==> config.mk <==
export PLATFORM = sky130hd
export DESIGN_NAME = rioexp_top
export DESIGN_NICKNAME = d
export VERILOG_FILES = /design/src/include/rioexp_pkg.sv /design/src/include/rioexp_strap_if.sv /design/src/hdl/rioexp_strap.sv /design/src/hdl/rioexp_top.sv
export SDC_FILE = /design/constraint.sdc
export NUM_CORES = 1
export LEC_CHECK = 0
export BUFFER_PORTS_ARGS = -buffer_cell sky130_fd_sc_hd__buf_2
export CAP_MARGIN = 20
export CORE_MARGIN = 10
export CORE_UTILIZATION = 64
export CTS_CLUSTER_DIAMETER = 120
export CTS_CLUSTER_SIZE = 14
export DETAILED_ROUTE_END_ITERATION = 7
export PLACE_DENSITY_LB_ADDON = 0.2
export SYNTH_ARGS = -nofsm -noshare
export SYNTH_HDL_FRONTEND = slang
export SYNTH_HIERARCHICAL = 1
export SYNTH_SLANG_ARGS = --single-unit
==> constraint.sdc <==
create_clock -name ref_clk -period 6.3 [get_ports ref_clk]
set_input_delay 0.945 -clock ref_clk [delete_from_list [all_inputs] [get_ports ref_clk]]
set_output_delay 0.945 -clock ref_clk [all_outputs]
set_load 0.01 [all_outputs]
==> src/include/rioexp_pkg.sv <==
// Constants, types and address decoding for the remote I/O expander front.
// Assumes a system clock far faster than the 1 MHz serial clock.
// What this block does
// - Answer one of 16 addresses from two pins.
// - Direction bit one reads, zero writes.
// - Any reset source returns port lines to inputs.
// - Hardware reset pin is active low.
// - Raise interrupt when port input data changes.
// - Interrupt is open-drain, pulled low when active.
// - Eight-bit latched quasi-bidirectional port.
// - Works with serial clock up to 1 MHz.
// - General call plus 06h then stop resets.
// - Port latches hold high after power-on.
package rioexp_pkg;

  localparam logic [7:0] RIOEXP_LATCH_RESET = 8'hFF;
  localparam logic [7:0] RIOEXP_GCALL_WRITE = 8'h00;
  localparam logic [7:0] RIOEXP_SRST_CODE = 8'h06;
  localparam logic [2:0] RIOEXP_LAST_BIT = 3'h7;
  localparam logic [2:0] RIOEXP_BIT_STEP = 3'h1;
  localparam logic [6:0] RIOEXP_BASE_BUS_RAIL = 7'h10;
  localparam logic [6:0] RIOEXP_BASE_BUS_BUS = 7'h18;
  localparam logic [6:0] RIOEXP_BASE_RAIL_RAIL = 7'h20;
  localparam logic [6:0] RIOEXP_BASE_RAIL_BUS = 7'h28;

  typedef enum logic [1:0] {
    RIOEXP_TIE_VSS,
    RIOEXP_TIE_VDD,
    RIOEXP_TIE_SCL,
    RIOEXP_TIE_SDA
  } rioexp_tie_type;

  typedef enum logic [3:0] {
    RIOEXP_IDLE,
    RIOEXP_ADDR,
    RIOEXP_ADDR_ACK,
    RIOEXP_GC_ACK,
    RIOEXP_WR_BYTE,
    RIOEXP_WR_ACK,
    RIOEXP_RD_BYTE,
    RIOEXP_RD_ACK,
    RIOEXP_RD_NEXT,
    RIOEXP_SR_BYTE,
    RIOEXP_SR_ACK,
    RIOEXP_SR_WAIT,
    RIOEXP_IGNORE
  } rioexp_state_type;

  function automatic logic is_bus_tie(input rioexp_tie_type t);
    return (t == RIOEXP_TIE_SCL) || (t == RIOEXP_TIE_SDA);
  endfunction

  // Seven-bit address from the two pin ties
  function automatic logic [6:0] rioexp_addr_of(input rioexp_tie_type hi,
                                                 input rioexp_tie_type lo);
    logic [6:0] base;
    logic bit1;
    logic bit0;
    base = RIOEXP_BASE_RAIL_RAIL;
    bit1 = is_bus_tie(hi) ? (hi == RIOEXP_TIE_SDA) : (hi == RIOEXP_TIE_VDD);
    bit0 = is_bus_tie(lo) ? (lo == RIOEXP_TIE_SDA) : (lo == RIOEXP_TIE_VDD);
    if (is_bus_tie(hi) && is_bus_tie(lo)) begin
      base = RIOEXP_BASE_BUS_BUS;
    end else if (is_bus_tie(hi)) begin
      base = RIOEXP_BASE_BUS_RAIL;
    end else if (is_bus_tie(lo)) begin
      base = RIOEXP_BASE_RAIL_BUS;
    end
    return base | {5'h00, bit1, bit0};
  endfunction

endpackage

==> src/include/rioexp_strap_if.sv <==
// Carries the filtered bus and select levels to the address classifier
// and the resolved slave address back to the core.
`timescale 1ns/1ps
interface rioexp_strap_if;
  logic scl;
  logic sda;
  logic sel_low;
  logic sel_high;
  logic [6:0] slave_addr;
  modport core (output scl, output sda, output sel_low, output sel_high,
                input slave_addr);
  modport strap (input scl, input sda, input sel_low, input sel_high,
                 output slave_addr);
endinterface
==> src/hdl/rioexp_strap.sv <==
// Works out how each address-select pin is tied and the address it gives.
// Assumes filtered levels, all delayed alike, from the core.
`timescale 1ns/1ps
module rioexp_strap
  import rioexp_pkg::*;
(
  input wire logic clk, // System clock
  input wire logic rst_n, // Synchronised reset, active low
  rioexp_strap_if.strap bus // Filtered levels in, address out
);

  logic [1:0] diff_scl;
  logic [1:0] diff_sda;
  logic scl_low_seen;
  logic sda_low_seen;
  logic [6:0] slave_addr;
  logic [1:0] next_diff_scl;
  logic [1:0] next_diff_sda;
  logic next_scl_low_seen;
  logic next_sda_low_seen;
  logic [6:0] next_slave_addr;
  logic [1:0] pins;

  // A pin that never disagreed with a moving bus line is tied to it
  function automatic rioexp_tie_type tie_of(input logic level,
                                            input logic dscl,
                                            input logic dsda,
                                            input logic scl_seen,
                                            input logic sda_seen);
    if (scl_seen && !dscl) begin
      return RIOEXP_TIE_SCL;
    end else if (sda_seen && !dsda) begin
      return RIOEXP_TIE_SDA;
    end else if (level) begin
      return RIOEXP_TIE_VDD;
    end
    return RIOEXP_TIE_VSS;
  endfunction

  always_comb begin
    pins = {bus.sel_high, bus.sel_low};
    next_diff_scl = diff_scl | (pins ^ {2{bus.scl}});
    next_diff_sda = diff_sda | (pins ^ {2{bus.sda}});
    next_scl_low_seen = scl_low_seen | ~bus.scl;
    next_sda_low_seen = sda_low_seen | ~bus.sda;
    next_slave_addr = rioexp_addr_of(
      tie_of(pins[1], diff_scl[1], diff_sda[1], scl_low_seen, sda_low_seen),
      tie_of(pins[0], diff_scl[0], diff_sda[0], scl_low_seen, sda_low_seen));
  end

  always_ff @(posedge clk or negedge rst_n) begin
    if (!rst_n) begin
      diff_scl <= 2'h0;
      diff_sda <= 2'h0;
      scl_low_seen <= 1'b0;
      sda_low_seen <= 1'b0;
      slave_addr <= RIOEXP_BASE_RAIL_RAIL;
    end else begin
      diff_scl <= next_diff_scl;
      diff_sda <= next_diff_sda;
      scl_low_seen <= next_scl_low_seen;
      sda_low_seen <= next_sda_low_seen;
      slave_addr <= next_slave_addr;
    end
  end

  assign bus.slave_addr = slave_addr;

endmodule // rioexp_strap

==> src/hdl/rioexp_top.sv <==
// Serial-bus slave front of the 8-bit quasi-bidirectional expander.
// Assumes ref_clk is at least thirty times the serial clock; all pins
// are asynchronous, and all but rst_n pass a three-stage filter before use.
`timescale 1ns/1ps
module rioexp_top
  import rioexp_pkg::*;
(
  input wire logic ref_clk, // System clock, 250 MHz
  input wire logic rst_n, // Hardware reset pin, active low
  input wire logic scl_in, // Serial clock level
  input wire logic sda_in, // Serial data level
  output logic sda_out, // Serial data drive value, always low
  output logic sda_oe, // Serial data pulled low while high
  input wire logic addr_select_low, // Address select pin 0 level
  input wire logic addr_select_high, // Address select pin 1 level
  input wire logic [7:0] port_in, // Port line levels
  output logic [7:0] port_out, // Port output latch
  output logic [7:0] port_oe, // Port line pulled low while high
  output logic int_out, // Interrupt drive value, always low
  output logic int_oe // Interrupt line pulled low while high
);

  localparam int NIN = 12;

  logic rst_meta_n;
  logic rst_sync_n;
  logic [NIN-1:0] s1;
  logic [NIN-1:0] s2;
  logic [NIN-1:0] s3;
  logic [NIN-1:0] filt;
  logic [NIN-1:0] next_filt;
  logic scl_q;
  logic sda_q;
  logic scl_f;
  logic sda_f;
  logic [7:0] port_f;
  logic scl_rise;
  logic scl_fall;
  logic start_ev;
  logic stop_ev;

  rioexp_state_type state;
  rioexp_state_type next_state;
  logic [2:0] cnt;
  logic [2:0] next_cnt;
  logic [7:0] shift;
  logic [7:0] next_shift;
  logic [7:0] latch;
  logic [7:0] next_latch;
  logic drive;
  logic next_drive;
  logic [7:0] snap;
  logic [7:0] next_snap;
  logic [4:0] primed;
  logic [4:0] next_primed;
  logic irq;
  logic next_irq;
  logic irq_clr;
  logic [7:0] byte_in;

  rioexp_strap_if strap_bus ();

  // Reset pin released through two flops; the software reset reloads only the port latch
  always_ff @(posedge ref_clk or negedge rst_n) begin
    if (!rst_n) begin
      rst_meta_n <= 1'b0;
      rst_sync_n <= 1'b0;
    end else begin
      rst_meta_n <= 1'b1;
      rst_sync_n <= rst_meta_n;
    end
  end

  // A bit changes once the second and third stages agree
  always_comb begin
    next_filt = filt;
    for (int i = 0; i < NIN; i++) begin
      if (s2[i] == s3[i]) begin
        next_filt[i] = s3[i];
      end
    end
  end

  always_ff @(posedge ref_clk or negedge rst_sync_n) begin
    if (!rst_sync_n) begin
      s1 <= '1;
      s2 <= '1;
      s3 <= '1;
      filt <= '1;
      scl_q <= 1'b1;
      sda_q <= 1'b1;
    end else begin
      s1 <= {addr_select_high, addr_select_low, port_in, sda_in, scl_in};
      s2 <= s1;
      s3 <= s2;
      filt <= next_filt;
      scl_q <= filt[0];
      sda_q <= filt[1];
    end
  end

  assign scl_f = filt[0];
  assign sda_f = filt[1];
  assign port_f = filt[9:2];
  assign scl_rise = scl_f && !scl_q;
  assign scl_fall = !scl_f && scl_q;
  // Edges found by oversampling, good for serial clocks up to 1 MHz
  assign start_ev = scl_f && scl_q && !sda_f && sda_q;
  assign stop_ev = scl_f && scl_q && sda_f && !sda_q;
  assign byte_in = {shift[6:0], sda_f};

  assign strap_bus.scl = scl_f;
  assign strap_bus.sda = sda_f;
  assign strap_bus.sel_low = filt[10];
  assign strap_bus.sel_high = filt[11];

  rioexp_strap u_strap (
    .clk(ref_clk),
    .rst_n(rst_sync_n),
    .bus(strap_bus)
  );

  always_comb begin
    next_state = state;
    next_cnt = cnt;
    next_shift = shift;
    next_latch = latch;
    next_drive = drive;
    irq_clr = 1'b0;
    if (start_ev) begin
      next_state = RIOEXP_ADDR;
      next_cnt = 3'h0;
      next_drive = 1'b0;
    end else if (stop_ev) begin
      if (state == RIOEXP_SR_WAIT) begin
        next_latch = RIOEXP_LATCH_RESET;
      end
      next_state = RIOEXP_IDLE;
      next_drive = 1'b0;
    end else begin
      case (state)
        RIOEXP_ADDR, RIOEXP_WR_BYTE, RIOEXP_SR_BYTE: begin
          if (scl_rise) begin
            next_shift = byte_in;
            next_cnt = cnt + RIOEXP_BIT_STEP;
            if (cnt == RIOEXP_LAST_BIT) begin
              next_state = RIOEXP_IGNORE;
              if (state == RIOEXP_WR_BYTE) begin
                next_state = RIOEXP_WR_ACK;
              end else if (state == RIOEXP_SR_BYTE) begin
                if (byte_in == RIOEXP_SRST_CODE) begin
                  next_state = RIOEXP_SR_ACK;
                end
              end else if (byte_in[7:1] == strap_bus.slave_addr) begin
                next_state = RIOEXP_ADDR_ACK;
              end else if (byte_in == RIOEXP_GCALL_WRITE) begin
                next_state = RIOEXP_GC_ACK;
              end
            end
          end
        end
        RIOEXP_ADDR_ACK, RIOEXP_GC_ACK, RIOEXP_WR_ACK, RIOEXP_SR_ACK: begin
          // First fall pulls data low, second fall ends the acknowledge
          if (scl_fall && !drive) begin
            next_drive = 1'b1;
          end else if (scl_fall) begin
            next_drive = 1'b0;
            next_cnt = 3'h0;
            case (state)
              RIOEXP_ADDR_ACK: begin
                if (shift[0]) begin
                  next_shift = port_f;
                  next_drive = ~port_f[7];
                  irq_clr = 1'b1;
                  next_state = RIOEXP_RD_BYTE;
                end else begin
                  next_state = RIOEXP_WR_BYTE;
                end
              end
              RIOEXP_GC_ACK: next_state = RIOEXP_SR_BYTE;
              RIOEXP_WR_ACK: begin
                next_latch = shift;
                irq_clr = 1'b1;
                next_state = RIOEXP_WR_BYTE;
              end
              default: next_state = RIOEXP_SR_WAIT;
            endcase
          end
        end
        RIOEXP_RD_BYTE: begin
          if (scl_fall) begin
            next_cnt = cnt + RIOEXP_BIT_STEP;
            next_shift = {shift[6:0], 1'b0};
            next_drive = ~shift[6];
            if (cnt == RIOEXP_LAST_BIT) begin
              next_drive = 1'b0;
              next_state = RIOEXP_RD_ACK;
            end
          end
        end
        RIOEXP_RD_ACK: begin
          if (scl_rise) begin
            next_state = sda_f ? RIOEXP_IGNORE : RIOEXP_RD_NEXT;
          end
        end
        RIOEXP_RD_NEXT: begin
          if (scl_fall) begin
            next_shift = port_f;
            next_drive = ~port_f[7];
            irq_clr = 1'b1;
            next_cnt = 3'h0;
            next_state = RIOEXP_RD_BYTE;
          end
        end
        RIOEXP_SR_WAIT: begin
          // A further byte aborts the reset and is not acknowledged; a stop
          // raises the clock first too, so a falling clock or a new start aborts
          if (scl_fall) begin
            next_state = RIOEXP_IGNORE;
          end
        end
        default: next_state = state;
      endcase
    end
  end

  // A port change raises the line until a read or write clears it; a
  // change in the clearing cycle keeps it raised. Changes count only once
  // the filter shows the pins, so reset itself raises nothing.
  always_comb begin
    next_primed = {primed[3:0], 1'b1};
    next_snap = port_f;
    next_irq = (irq && !irq_clr) || (primed[4] && (port_f != snap));
  end

  always_ff @(posedge ref_clk or negedge rst_sync_n) begin
    if (!rst_sync_n) begin
      state <= RIOEXP_IDLE;
      cnt <= 3'h0;
      shift <= 8'h00;
      latch <= RIOEXP_LATCH_RESET;
      drive <= 1'b0;
      snap <= RIOEXP_LATCH_RESET;
      primed <= 5'h00;
      irq <= 1'b0;
      sda_out <= 1'b0;
      sda_oe <= 1'b0;
      port_out <= RIOEXP_LATCH_RESET;
      port_oe <= 8'h00;
      int_out <= 1'b0;
      int_oe <= 1'b0;
    end else begin
      state <= next_state;
      cnt <= next_cnt;
      shift <= next_shift;
      latch <= next_latch;
      drive <= next_drive;
      snap <= next_snap;
      primed <= next_primed;
      irq <= next_irq;
      sda_out <= 1'b0;
      sda_oe <= next_drive;
      port_out <= next_latch;
      port_oe <= ~next_latch;
      int_out <= 1'b0;
      int_oe <= next_irq;
    end
  end

endmodule // rioexp_top

Word-level counts from Yosys, hierarchy flattened:

Cells that the tools add are included.

* bits in registers: 111
* bits of input ports: 14
* output and inout port bits: 20
* word-level logic and storage cells: 222

* add/sub/neg operators: 1
* equal/unequal tests: 54
* multiplexer cells: 79
* bitwise operators: 14
* reduce and logical (&&, ||, !) cells: 40

Operator list (count)
* two-way mux 8 bit: 14
* two-way mux 4 bit: 16
* != test 4 bit, second input constant: 9
* case mux 8 bit (4 select lines): 1
* two-way mux 3 bit: 8
* case mux 4 bit (6 select lines): 1
* two-way mux 1 bit: 23
* AND reduction 10 bit: 2
* two-way mux 2 bit: 9
* == test 4 x 3 -> 1 bit, second input constant: 4
* == test 4 bit, second input constant: 4
* != test 2 bit, second input constant: 8
* logical AND 1 bit: 15
* two-way mux 7 bit: 2
* == test 1 bit: 12
* case mux 3 bit (4 select lines): 1
* case mux 4 bit (3 select lines): 1
* logical NOT 1 bit: 10
* nonzero test 5 bit: 2
* != test 3 bit, second input constant: 3
* AND reduction 9 bit: 1
* == test 2 bit, second input constant: 4
* == test 4 x 2 -> 1 bit, second input constant: 2
* == test 8 x 3 -> 1 bit, second input constant: 1
* other kinds (23): 35

Depth between registers and ports, before layout:

Gate-level depths: netlist of the first run.

* depth in word-level cells: 11
* mapped depth: 8

By module:

The synthesis of the first run kept the hierarchy.

By module, submodules not included
* rioexp_top: times used 1, cells an instance 310, area an instance 4087.7 um^2, sequential area each 2534.9 um^2
* rioexp_strap: times used 1, cells an instance 36, area an instance 425.4 um^2, sequential area each 276.5 um^2

Worst setup path before layout of the first run:

Ideal clock, no wire load.

* kind: register to register
* start point: reg state[2]
* end point: reg shift[1]
* library setup time: 0.125 ns
* arrival time: 1.781 ns
* data required time: 6.175 ns
* setup slack: 4.394 ns
* cell stages (with the launch flop): 7
* path buffers: 1
* cells stage by stage: dfrtp_1 buf_2 or3b_2 o32ai_1 a21oi_1 a21oi_4 mux2_2

* word-level cells in the longest chain between the ends: 4
* elaborated cells on any way between the ends: 21
* those cells by class: 16 x eq/ne; 1 x mux; 4 x reduce/logical

RTL lines
* start: declaration: RTL line rioexp_top.sv:42 `rioexp_state_type state;`
* start signal: assignment: RTL line rioexp_top.sv:253 `state <= next_state;`
* == test 4 x 3 -> 1 bit (tied with other cells): RTL line rioexp_top.sv:141 `case (state)`
* OR reduction 4 bit or OR reduction 3 bit (tied branches): RTL line rioexp_top.sv:141
* != test 2 bit (no line) or nonzero test 4 bit (tied branches)
* AND reduction 10 bit (no line)
* end signal: assignment: RTL line rioexp_top.sv:255 `shift <= next_shift;`
* end: declaration: RTL line rioexp_top.sv:46 `logic [7:0] shift;`

Parallel ways exist; a longest one is shown, timed or not.
A chain may end at the register's enable or synchronous reset.

Worst setup path in the final report of the first run:

* start point: reg state[2]
* end point: reg shift[7]

The elaborated chain is that of the path after synthesis.

==> out/metrics.csv, run 1 <==
stage,metric,value,unit
clocking,cts_tree,built,
yosys,synth.most_common_cell,dfstp_2,
routing,wl_per_cell,17.8,µm
yosys,ys_ff_latch,109,
critical_path,reg2reg_from,state[2],
critical_path,crit-reg2reg-capture,shift[7],
critical_path,worstSetupEndpointType,flip-flop,
timing,hold_viol,0,
yosys,syn_inst,346,
clocking,cts_resized,0,
die,core.rowCount,30,
clocking,cts_buffer_depth,2,
clocking,clk_latency,370,ps
timing,maxSlewViolCount,0,
power,switchingPower,0.765,mW
grt,grt.total_usage,15.9,%
critical_path,path_max_fanout,30,
die,die_y,104,µm
yosys,ys_seq_area_share,62.3,%
grt,grt_pass1_wl,14200,µm
critical_path,reg2reg_slack,3670,ps
clocking,post_cts_buffers,0,
power,power_density,429,nW/µm²
yosys,synth.area.top_cells,"dfstp_2 (39%), dfrtp_1 (23%), xnor2_1 (3.7%), maj3_1 (2.9%), nand2b_1 (2.5%)",
die,die_w,104,µm
power,power.share.switching,36.5,%
layout,area_growth,8.21,%
grt,gr-total-overflow,0,
timing,final.period_utilization,41.8,%
layout,fin_nets,391,
routing,drc_errors,0,
place,routabilityCongestion,0.917,
routing,ant_nets,0,
power,pwr-share-clk,18.7,%
critical_path,setup.worst_path.end,shift[7],
routing,drt_pass1_iterations,4,
yosys,synthDistinctLibCells,65,
yosys,synth.avg_cell_area,13.0,µm²
hold_path,hp-class,in -> async,
critical_path,crit_family,compound AO/OA/AOI/OAI gates,
power,total_power,2.10,mW
die,io_pins,34,
yosys,synth_top_area_share,39.0,%
routing,viasPerCell,5.75,
power,p_int,1.33,mW
timing,max_slew.worst_pin.slew,1040,ps
routing,drt_iter0_drc,168,
yosys,netlist_area,4510,µm²
layout,drive_gt1_share,35.8,%
grt,grt_pass1_vias,2718,
routing,finalWirelength,8480,µm
clocking,cts.sink_count,109,
layout,fill_cells,473,
place,io_buffers,31,
critical_path,required,6620,ps
layout,diodes,0,
grt,antenna_found_initial,0,
power,peakVddDrop,0.232,mV
clocking,htreeDepth,3,
critical_path,worstPathCellList,nand2b_1 -> o32ai_1 -> a22o_2 -> mux2_2,
die,start_util,66.1,%
status,status,finished clean,
critical_path,critPathSlowestCell,o32ai_1,
place,dpl.hpwl,5850,µm
critical_path,criticalPathCategory,reg -> reg,
yosys,synth_edf_count,0,
grt,grt_max_degree,56,
timing,setup_tns,0,ps
critical_path,path_buf_inv,0,
die,coreArea,6830,µm²
timing,slew_headroom,30.7,%
timing,layout_min_cycle_time,2630,ps
power,p_comb_share,31.7,%
timing,rsz0062_at_grt,no,
yosys,ys.flop_type,dfstp_2,
yosys,netlist_top_cells_count,"dfstp_2 (67), dfrtp_1 (42), xnor2_1 (19), nand2b_1 (18), nand2_1 (17)",
die,die_area,10800,µm²
power,p_seq_share,49.6,%
yosys,yosysTopAreaCell,dfstp_2,
critical_path,path_depth,4,
clocking,ctsRootBufferMaster,clkbuf_8,
timing,skew,11.8,ps
critical_path,cp.arrival,2950,ps
critical_path,start_kind,flip-flop,
timing,finalSetupViolCount,0,
critical_path,max_stage_delay,950,ps
yosys,yosys_warnings,6,
clocking,cts_hold_buf,0,
power,leakage,2.00,nW
yosys,synthArstFlopShare,100,%
job,drv_cap,0,
timing,max_freq,380,MHz
clocking,cts.clk_slew.worst_paths,100,ps
critical_path,crit_start,state[2],
critical_path,reg2reg_depth,4,
routing,via_count,2738,
clocking,cts_buffers,9,
-- power by group through the flow --
stage          clock network, mW  registers [mW]  logic (mW)
6_report                   0.392            1.04       0.664
2_1_floorplan                  0           0.969       0.564
3_5_place_dp                   0            1.05       0.658
3_3_place_gp                   0            1.04       0.655
5_1_grt                    0.435            1.06       0.731
4_1_cts                    0.403            1.04       0.662
-- stage by stage --
stage,instance area (µm²),hold slack [ps],setup WS [ps],instances,util (%)
5_1_grt,4880,323,3470,476,71.5
3_5_place_dp,4700,336,3770,460,68.7
4_1_cts,4880,330,3730,476,71.5
3_3_place_gp,4700,334,3780,460,68.7
6_report,4880,349,3670,476,71.5
2_1_floorplan,4520,331,3160,349,-
-- placed cells by master, fill, tap and decap left out, types with 12 or more instances in the layout --
cell type,instances
a21oi_1,14
buf_2,31
dfrtp_1,41
dfstp_2,67
inv_1,13
maj3_1,13
nand2_1,17
nand2b_1,18
o21ai_0,12
xnor2_1,19
-- final cells by class --
type	count	area [µm²]	share of cell area, %
tap	96	120	2.46
sequential	109	2820	57.6
multi-input combinational	209	1550	31.6
clock buffer	10	128	2.61
inverter	14	52.6	1.08
timing repair buffer	32	163	3.33
clock inverter	6	60.1	1.23
-- routing by layer --
layer	track usage, %	part of all wire (%)	wire length, µm	vias to the layer above
li1	-	-	-	1281
met1	22.1	46	3940	1359
met2	24.1	46	3930	89
met3	4.09	6.1	519	9
met4	4.87	1.1	93	0
met5	0	0	0	-
-- registers in the layout, indices dropped and copies added, names as in the netlist, 2 cells and up --
| name | flops |
|---|---|
| filt | 12 |
| s1 | 12 |
| s2 | 12 |
| s3 | 12 |
| latch | 8 |
| port_oe | 8 |
| shift | 8 |
| snap | 8 |
| primed | 5 |
| u_strap/bus.slave_addr | 5 |
| state | 4 |
| cnt | 3 |
| u_strap/diff_scl | 2 |
| u_strap/diff_sda | 2 |
-- logic make-up after synthesis --
family | count (synthesis) | share of synthesized area [%]
AOI/OAI and AO/OA | 70 | 11.6
xor gates and xnor gates | 20 | 3.88
adders and majority gates | 15 | 3.44
buffers and inverters | 31 | 3.71
DFF | 109 | 62.3
muxes | 18 | 4.27
other | 3 | 0.249
and+or+nand+nor | 80 | 10.5
-- worst min path at each step --
stage | cells after the start | end | start
detailed placement | 0 | primed[4] | primed[3]
global route | 1 | rst_sync_n | rst_n
floorplan | 0 | primed[1] | primed[0]
finish | 1 | rst_meta_n | rst_n
CTS | 1 | rst_sync_n | rst_n
global placement | 0 | primed[2] | primed[1]
(Power assumes the default switching activity.)
==> run 2: changes to the inputs <==
ABC_AREA = 1   (was default)
CORE_UTILIZATION = 53   (was 64)
clock period = 2.24 ns   (was 6.3 ns; I/O delays follow)
==> run 2 against run 1 <==
  * Fmax up 37%
  * Via count up 5.0%
  * Global-route usage down 2.8 points
  * Cell area up 0.23%
  * Critical path depth up 3
  * Non-clock buffer count up 3
  * Power rose to 2.8 times the previous value
  * Clock skew about the same
  * Count of clock-buffer cells in the layout down 1
  * Sequential cell count unchanged
  * Sequential power rose to 2.5 times the previous value
  * Routed wire length down 6.7%
  * Critical endpoint is now latch[5]
  * Largest power group unchanged
  * Highest routed layer unchanged
==> out/metrics.csv, run 2 <==
stage,metric,value,unit,change
routing,highest_layer,met4,,unchanged
die,die_area,12300,µm²,was 10800 µm²
die,die_w,111,µm,was 104 µm
power,pwr-share-clk,19.7,%,was 18.7%
routing,drt_pass1_iterations,4,,unchanged
critical_path,reg2reg_slack,320,ps,was 3670 ps
yosys,synth_edf_count,0,,unchanged
power,peakVddDrop,0.631,mV,was 0.232 mV
timing,final.period_utilization,85.6,%,was 41.8%
layout,stdcell_count,576,,was 476
power,leakage,2.33,nW,was 2.00 nW
yosys,synthArstFlopShare,100,%,unchanged
yosys,yosysTopAreaCell,dfstp_2,,unchanged
critical_path,cp.arrival,2220,ps,was 2950 ps
critical_path,crit-reg2reg-capture,latch[5],,was shift[7]
job,drv_cap,0,,unchanged
yosys,synth.area.top_cells,"dfstp_2 (40%), dfrtp_1 (24%), nand2_1 (8.0%), inv_1 (4.0%), nor2_1 (3.5%)",,"was dfstp_2 (39%), dfrtp_1 (23%), xnor2_1 (3.7%), maj3_1 (2.9%), nand2b_1 (2.5%)"
clocking,cts_tree,built,,unchanged
clocking,clk_latency,360,ps,was 370 ps
power,power.share.switching,39.5,%,was 36.5%
hold_path,hp-class,in -> reg,,was in -> async
routing,ant_nets,0,,unchanged
critical_path,crit_top_cell,inv_1,,
layout,final_common_cell,nand2_1,,was dfstp_2
place,io_buffers,31,,unchanged
critical_path,worstPathCellList,inv_1 -> nand2_1 -> inv_1 -> nand3_1 -> nand2_1 -> o22ai_1 -> inv_1,,was nand2b_1 -> o32ai_1 -> a22o_2 -> mux2_2
routing,viasPerCell,4.99,,was 5.75
clocking,cts_buffer_depth,2,,unchanged
routing,drc_errors,0,,unchanged
yosys,synthDistinctLibCells,35,,was 65
layout,fill_cells,681,,was 473
timing,max_freq,522,MHz,was 380 MHz
hold_path,holdPathStages,1,,
power,p_seq_share,45.9,%,was 49.6%
critical_path,reg2reg_from,filt[0],,was state[2]
critical_path,critPathSlowestCell,dfstp_2,,was o32ai_1
power,p_int,3.49,mW,was 1.33 mW
place,dp_slack,315,ps,was 3770 ps
grt,antenna_found_initial,0,,unchanged
grt,grt_pass1_vias,2743,,was 2718
yosys,netlist_area,4400,µm²,was 4510 µm²
layout,fin_nets,482,,was 391
die,die_y,111,µm,was 104 µm
timing,skew,11.8,ps,about the same
die,io_pins,34,,unchanged
power,p_comb_share,34.4,%,was 31.7%
routing,wl_per_cell,13.7,µm,was 17.8 µm
yosys,ys_seq_area_share,64.0,%,was 62.3%
clocking,cts.clk_slew.worst_paths,110,ps,was 100 ps
routing,wl_met3,355,µm,was 519 µm
timing,rsz0062_at_grt,no,,unchanged
timing,layout_setup_ws,323,ps,was 3670 ps
hold_path,min_to,s1[2],,
yosys,ys.flop_type,dfstp_2,,unchanged
layout,final_core_util,60.2,%,was 71.5%
place,routabilityCongestion,0.939,,was 0.917
power,power_density,1180,nW/µm²,was 429 nW/µm²
timing,layout_min_cycle_time,1920,ps,was 2630 ps
yosys,netlist_top_cells_count,"nand2_1 (94), dfstp_2 (67), inv_1 (47), dfrtp_1 (42), nor2_1 (41)",,"was dfstp_2 (67), dfrtp_1 (42), xnor2_1 (19), nand2b_1 (18), nand2_1 (17)"
die,core.rowCount,33,,was 30
routing,drt_iter0_drc,86,,was 168
grt,gr-total-overflow,0,,unchanged
critical_path,max_stage_delay,620,ps,was 950 ps
timing,slew_headroom,65.2,%,was 30.7%
die,start_util,54.0,%,was 66.1%
timing,setup_tns,0,ps,unchanged
yosys,ys_ff_latch,109,,unchanged
critical_path,crit_start,filt[0],,was state[2]
yosys,syn_inst,423,,was 346
place,dpl.hpwl,5870,µm,was 5850 µm
routing,wl_met1,3570,µm,was 3940 µm
die,coreArea,8130,µm²,was 6830 µm²
critical_path,criticalPathCategory,reg -> reg,,unchanged
timing,hold_viol,0,,unchanged
clocking,cts.sink_count,109,,unchanged
critical_path,reg2reg_depth,7,,was 4
layout,diodes,0,,unchanged
clocking,cts_buffers,9,,unchanged
critical_path,required,2540,ps,was 6620 ps
grt,grt.total_usage,13.1,%,was 15.9%
routing,via_count,2876,,was 2738
routing,wl_met2,3810,µm,was 3930 µm
grt,grt_max_degree,49,,was 56
status,status,finished clean,,unchanged
layout,mostFrequentLayoutCells,"nand2_1 (94), dfstp_2 (67), inv_1 (47), nor2_1 (41), dfrtp_1 (41)",,"was dfstp_2 (67), dfrtp_1 (41), buf_2 (31), xnor2_1 (19), nand2b_1 (18)"
power,switchingPower,2.28,mW,was 0.765 mW
layout,area_growth,11.4,%,was 8.21%
critical_path,start_kind,flip-flop,,unchanged
grt,grt_pass1_wl,13300,µm,was 14200 µm
clocking,ctsRootBufferMaster,clkbuf_8,,unchanged
critical_path,worstSetupEndpointType,flip-flop,,unchanged
clocking,htreeDepth,3,,unchanged
routing,finalWirelength,7910,µm,was 8480 µm
yosys,synth.most_common_cell,nand2_1,,was dfstp_2
timing,maxSlewViolCount,0,,unchanged
timing,finalSetupViolCount,0,,unchanged
hold_path,holdCritStartpoint,port_in[0],,
critical_path,path_max_fanout,9,,was 30
layout,drive_gt1_share,30.8,%,was 35.8%
yosys,synth_top_area_share,40.1,%,was 39.0%
timing,max_slew.worst_pin.slew,523,ps,was 1040 ps
place,dp.cells,559,,was 460
yosys,synth.avg_cell_area,10.4,µm²,was 13.0 µm²
yosys,yosys_warnings,6,,unchanged
## run 2: how the worst max path moves through the flow
stage,to,depth (start not counted)
6_report,latch[5],7
5_1_grt,latch[2],7
4_1_cts,latch[5],7
3_5_place_dp,latch[2],7
3_3_place_gp,latch[5],7
2_1_floorplan,cnt[0],0
## run 2: kinds of logic after synthesis
kind of cell | synth area share, %
flops | 64.0
compound gates | 6.38
buf+inv | 5.47
other cells | 0.256
simple gates | 18.6
xor+xnor | 1.99
fa+ha+maj | 3.30
## run 2: timing repair
item,in CTS,in global routing
buffers inserted,0,0
endpoints found under the hold margin,2,0
gates resized for setup,0,0
hold buffers,1,0
## run 2: power by group through the flow
stage | clock [mW] | combinational [mW] | sequential [mW]
after detailed placement | 0 | 1.99 | 2.68
after global placement | 0 | 1.98 | 2.67
final | 1.14 | 1.99 | 2.65
after floorplan | 0 | 1.50 | 2.66
after global routing | 1.27 | 2.26 | 2.70
after CTS | 1.19 | 2.00 | 2.65
## run 2: routing by layer
metal  global-route usage [%]  up-vias
met3                     3.79       18
met4                     6.34        0
met1                     16.0     1373
met5                        0        -
met2                     20.9       64
li1                         -     1421
## run 2: cell type report
cell class / instances / area, µm² / share of cell area (%)
Timing Repair Buffer: 35 / 200 / 4.09
Inverter: 52 / 195 / 3.99
Multi-Input combinational cell: 259 / 1360 / 27.7
Clock inverter: 7 / 73.8 / 1.51
Tap cell: 105 / 131 / 2.68
Sequential cell: 109 / 2820 / 57.5
Clock buffer: 9 / 124 / 2.53
## run 2: critical path, delay by kind of cell, from the launching register on
kind / cells / cell delay, ps
and+or+nand+nor: 3 / 750
DFF: 1 / 620
buffers and inverters: 3 / 260
AOI/OAI and AO/OA: 1 / 250
## run 2: through the flow
stage | area (µm²) | hold WS [ps] | power [mW]
4_1_cts | 4890 | 27.9 | 5.84
3_5_place_dp | 4690 | 122 | 4.68
5_1_grt | 4890 | 12.4 | 6.23
6_report | 4890 | 56.2 | 5.77
2_1_floorplan | 4410 | 40.4 | 4.16
3_3_place_gp | 4690 | 121 | 4.65
==> run 3: changes to the inputs <==
CORE_UTILIZATION = 59   (was 53)
HOLD_SLACK_MARGIN = 0.03   (was default)
clock period = 1.8 ns   (was 2.24 ns; I/O delays follow)
==> run 3 against run 2 <==
  * Die area shrank 8.4%
  * First-iteration DRC count grew 7.0%
  * Power grew 32%
  * Worst setup slack lost 210 ps
  * Fmax grew 14%
  * Critical path depth is the same
  * Register-to-register slack lost 210 ps
  * Utilization grew 11 points
  * Largest power group unchanged
  * Clock skew shrank 2.6 ps
  * Highest routed layer unchanged
==> out/metrics.csv, run 3 (synthesized netlist as in run 2, its figures left out) <==
stage,metric,value,unit,change
critical_path,start_kind,flip-flop,,unchanged
power,p_comb_share,38.0,%,was 34.4%
layout,mostFrequentLayoutCells,"nand2_1 (91), dfstp_2 (67), inv_1 (47), dfrtp_1 (37), nor2_1 (34)",,"was nand2_1 (94), dfstp_2 (67), inv_1 (47), nor2_1 (41), dfrtp_1 (41)"
grt,gr-usage-met2,24.8,%,was 20.9%
critical_path,reg2reg_depth,7,,unchanged
die,die_y,106,µm,was 111 µm
clocking,cts_buffers,9,,unchanged
timing,maxSlewViolCount,0,,unchanged
critical_path,cp.arrival,2000,ps,was 2220 ps
hold_path,hp-class,reg -> async,,was in -> reg
layout,final_common_cell,nand2_1,,unchanged
critical_path,reg2reg_slack,110,ps,was 320 ps
clocking,cts_buffer_depth,2,,unchanged
routing,ant_nets,0,,unchanged
power,p_seq_share,43.4,%,was 45.9%
timing,hold_viol,0,,unchanged
layout,drive_gt1_share,35.9,%,was 30.8%
critical_path,worstSetupEndpointType,flip-flop,,unchanged
critical_path,worstPathCellList,inv_2 -> nand2_1 -> nor2_1 -> nand3_1 -> buf_4 -> o22ai_2 -> inv_1,,was inv_1 -> nand2_1 -> inv_1 -> nand3_1 -> nand2_1 -> o22ai_1 -> inv_1
status,status,finished clean,,unchanged
layout,regArea,2820,µm²,about the same
critical_path,max_stage_delay,470,ps,was 620 ps
routing,drc_errors,0,,unchanged
grt,grt.total_usage,15.3,%,was 13.1%
critical_path,critPathSlowestCell,dfrtp_2,,was dfstp_2
die,die_area,11300,µm²,was 12300 µm²
die,start_util,60.6,%,was 54.0%
grt,gr-max-usage-layer,met2,,unchanged
clocking,ctsRootBufferMaster,clkbuf_8,,unchanged
timing,layout_min_cycle_time,1690,ps,was 1920 ps
critical_path,required,2110,ps,was 2540 ps
power,p_int,4.57,mW,was 3.49 mW
layout,multi_input_area,1470,µm²,was 1360 µm²
layout,fin_nets,504,,was 482
critical_path,path_buf_inv,3,,unchanged
clocking,htreeDepth,3,,unchanged
place,dp_slack,61.7,ps,was 315 ps
routing,drt_pass1_iterations,4,,unchanged
power,pwr-share-clk,18.6,%,was 19.7%
grt,gr-total-overflow,0,,unchanged
power,switchingPower,3.06,mW,was 2.28 mW
place,io_buffers,31,,unchanged
critical_path,path_max_fanout,8,,was 9
grt,grt_pass1_vias,3020,,was 2743
layout,diodes,0,,unchanged
critical_path,crit_family,simple AND/OR/NAND/NOR gates,,unchanged
clocking,cts.clk_slew.worst_paths,110,ps,about the same
power,leakage,2.43,nW,was 2.33 nW
timing,hold_ws,181,ps,was 56.2 ps
job,drv_cap,0,,unchanged
timing,finalSetupViolCount,0,,unchanged
power,power.share.switching,40.1,%,was 39.5%
grt,antenna_found_initial,0,,unchanged
grt,grt_max_degree,58,,was 49
critical_path,criticalPathCategory,reg -> reg,,unchanged
routing,finalWirelength,8460,µm,was 7910 µm
clocking,clk_latency,370,ps,was 360 ps
layout,fill_cells,520,,was 681
timing,skew,9.14,ps,was 11.8 ps
grt,use_met1,18.5,%,was 16.0%
timing,layout_setup_ws,113,ps,was 323 ps
die,io_pins,34,,unchanged
die,coreArea,7250,µm²,was 8130 µm²
timing,max_freq,593,MHz,was 522 MHz
grt,grtUsageMet3,4.29,%,was 3.79%
routing,viasPerCell,5.07,,was 4.99
place,dpl.hpwl,6060,µm,was 5870 µm
routing,wl_per_cell,14.3,µm,was 13.7 µm
place,routabilityCongestion,0.960,,was 0.939
layout,area_growth,18.2,%,was 11.4%
timing,final.period_utilization,93.7,%,was 85.6%
routing,drt_iter0_drc,92,,was 86
power,power_density,1470,nW/µm²,was 1180 nW/µm²
die,core.rowCount,31,,was 33
clocking,cts.sink_count,109,,unchanged
clocking,cts_tree,built,,unchanged
grt,grt_pass1_wl,14000,µm,was 13300 µm
critical_path,crit-reg2reg-capture,latch[3],,was latch[5]
die,die_w,106,µm,was 111 µm
routing,via_count,3004,,was 2876
critical_path,reg2reg_from,state[3],,was filt[0]
power,peakVddDrop,0.727,mV,was 0.631 mV
-- run 3: final cells by class --
class / count / area share (%)
clock buffer: 10 / 2.46
multi-input combinational: 260 / 28.3
inverter: 52 / 3.76
sequential: 109 / 54.3
tap: 99 / 2.38
clock inverter: 6 / 1.30
timing repair buffer: 56 / 7.47
-- run 3: repair_timing --
item | in CTS | in global routing
hold buffers | 13 | 0
hold endpoints to repair | 14 | 0
setup buffers | 0 | 0
gates resized for setup | 0 | 30
setup endpoints to repair | 0 | 30
-- run 3: layer usage --
layer	routed length, µm	part of all wire, %
met1	3610	43
met2	4200	50
met3	438	5.2
met4	214	2.5
met5	0	0
-- run 3: metrics by stage --
stage	power, mW	cells	TNS (ps)	util [%]	area, µm²
floorplan	5.18	426	0	-	4410
global placement	5.90	562	0	65.4	4750
detailed placement	5.96	562	0	65.4	4750
CTS	7.41	591	0	69.9	5070
global route	8.17	592	-42.4	71.6	5190
finish	7.63	592	0	71.6	5190
-- run 3: power groups by stage --
stage                     clock, mW  sequential [mW]  combinational (mW)
after floorplan                   0             3.32                1.86
final                          1.42             3.32                2.90
after global routing           1.54             3.38                3.24
after detailed placement          0             3.32                2.64
after global placement            0             3.29                2.61
after CTS                      1.46             3.28                2.68
-- run 3: how the worst max path moves through the flow --
| stage | from | endpoint | depth (start not counted) | slack, ps |
|---|---|---|---|---|
| final | state[3] | latch[3] | 7 | 110 |
| after global routing | state[1] | shift[2] | 11 | -20 |
| after CTS | state[3] | shift[7] | 8 | 20 |
| after detailed placement | state[3] | shift[7] | 8 | 60 |
| after global placement | filt[0] | state[1] | 9 | 70 |
| after floorplan | rst_sync_n | cnt[0] | 0 | 40 |
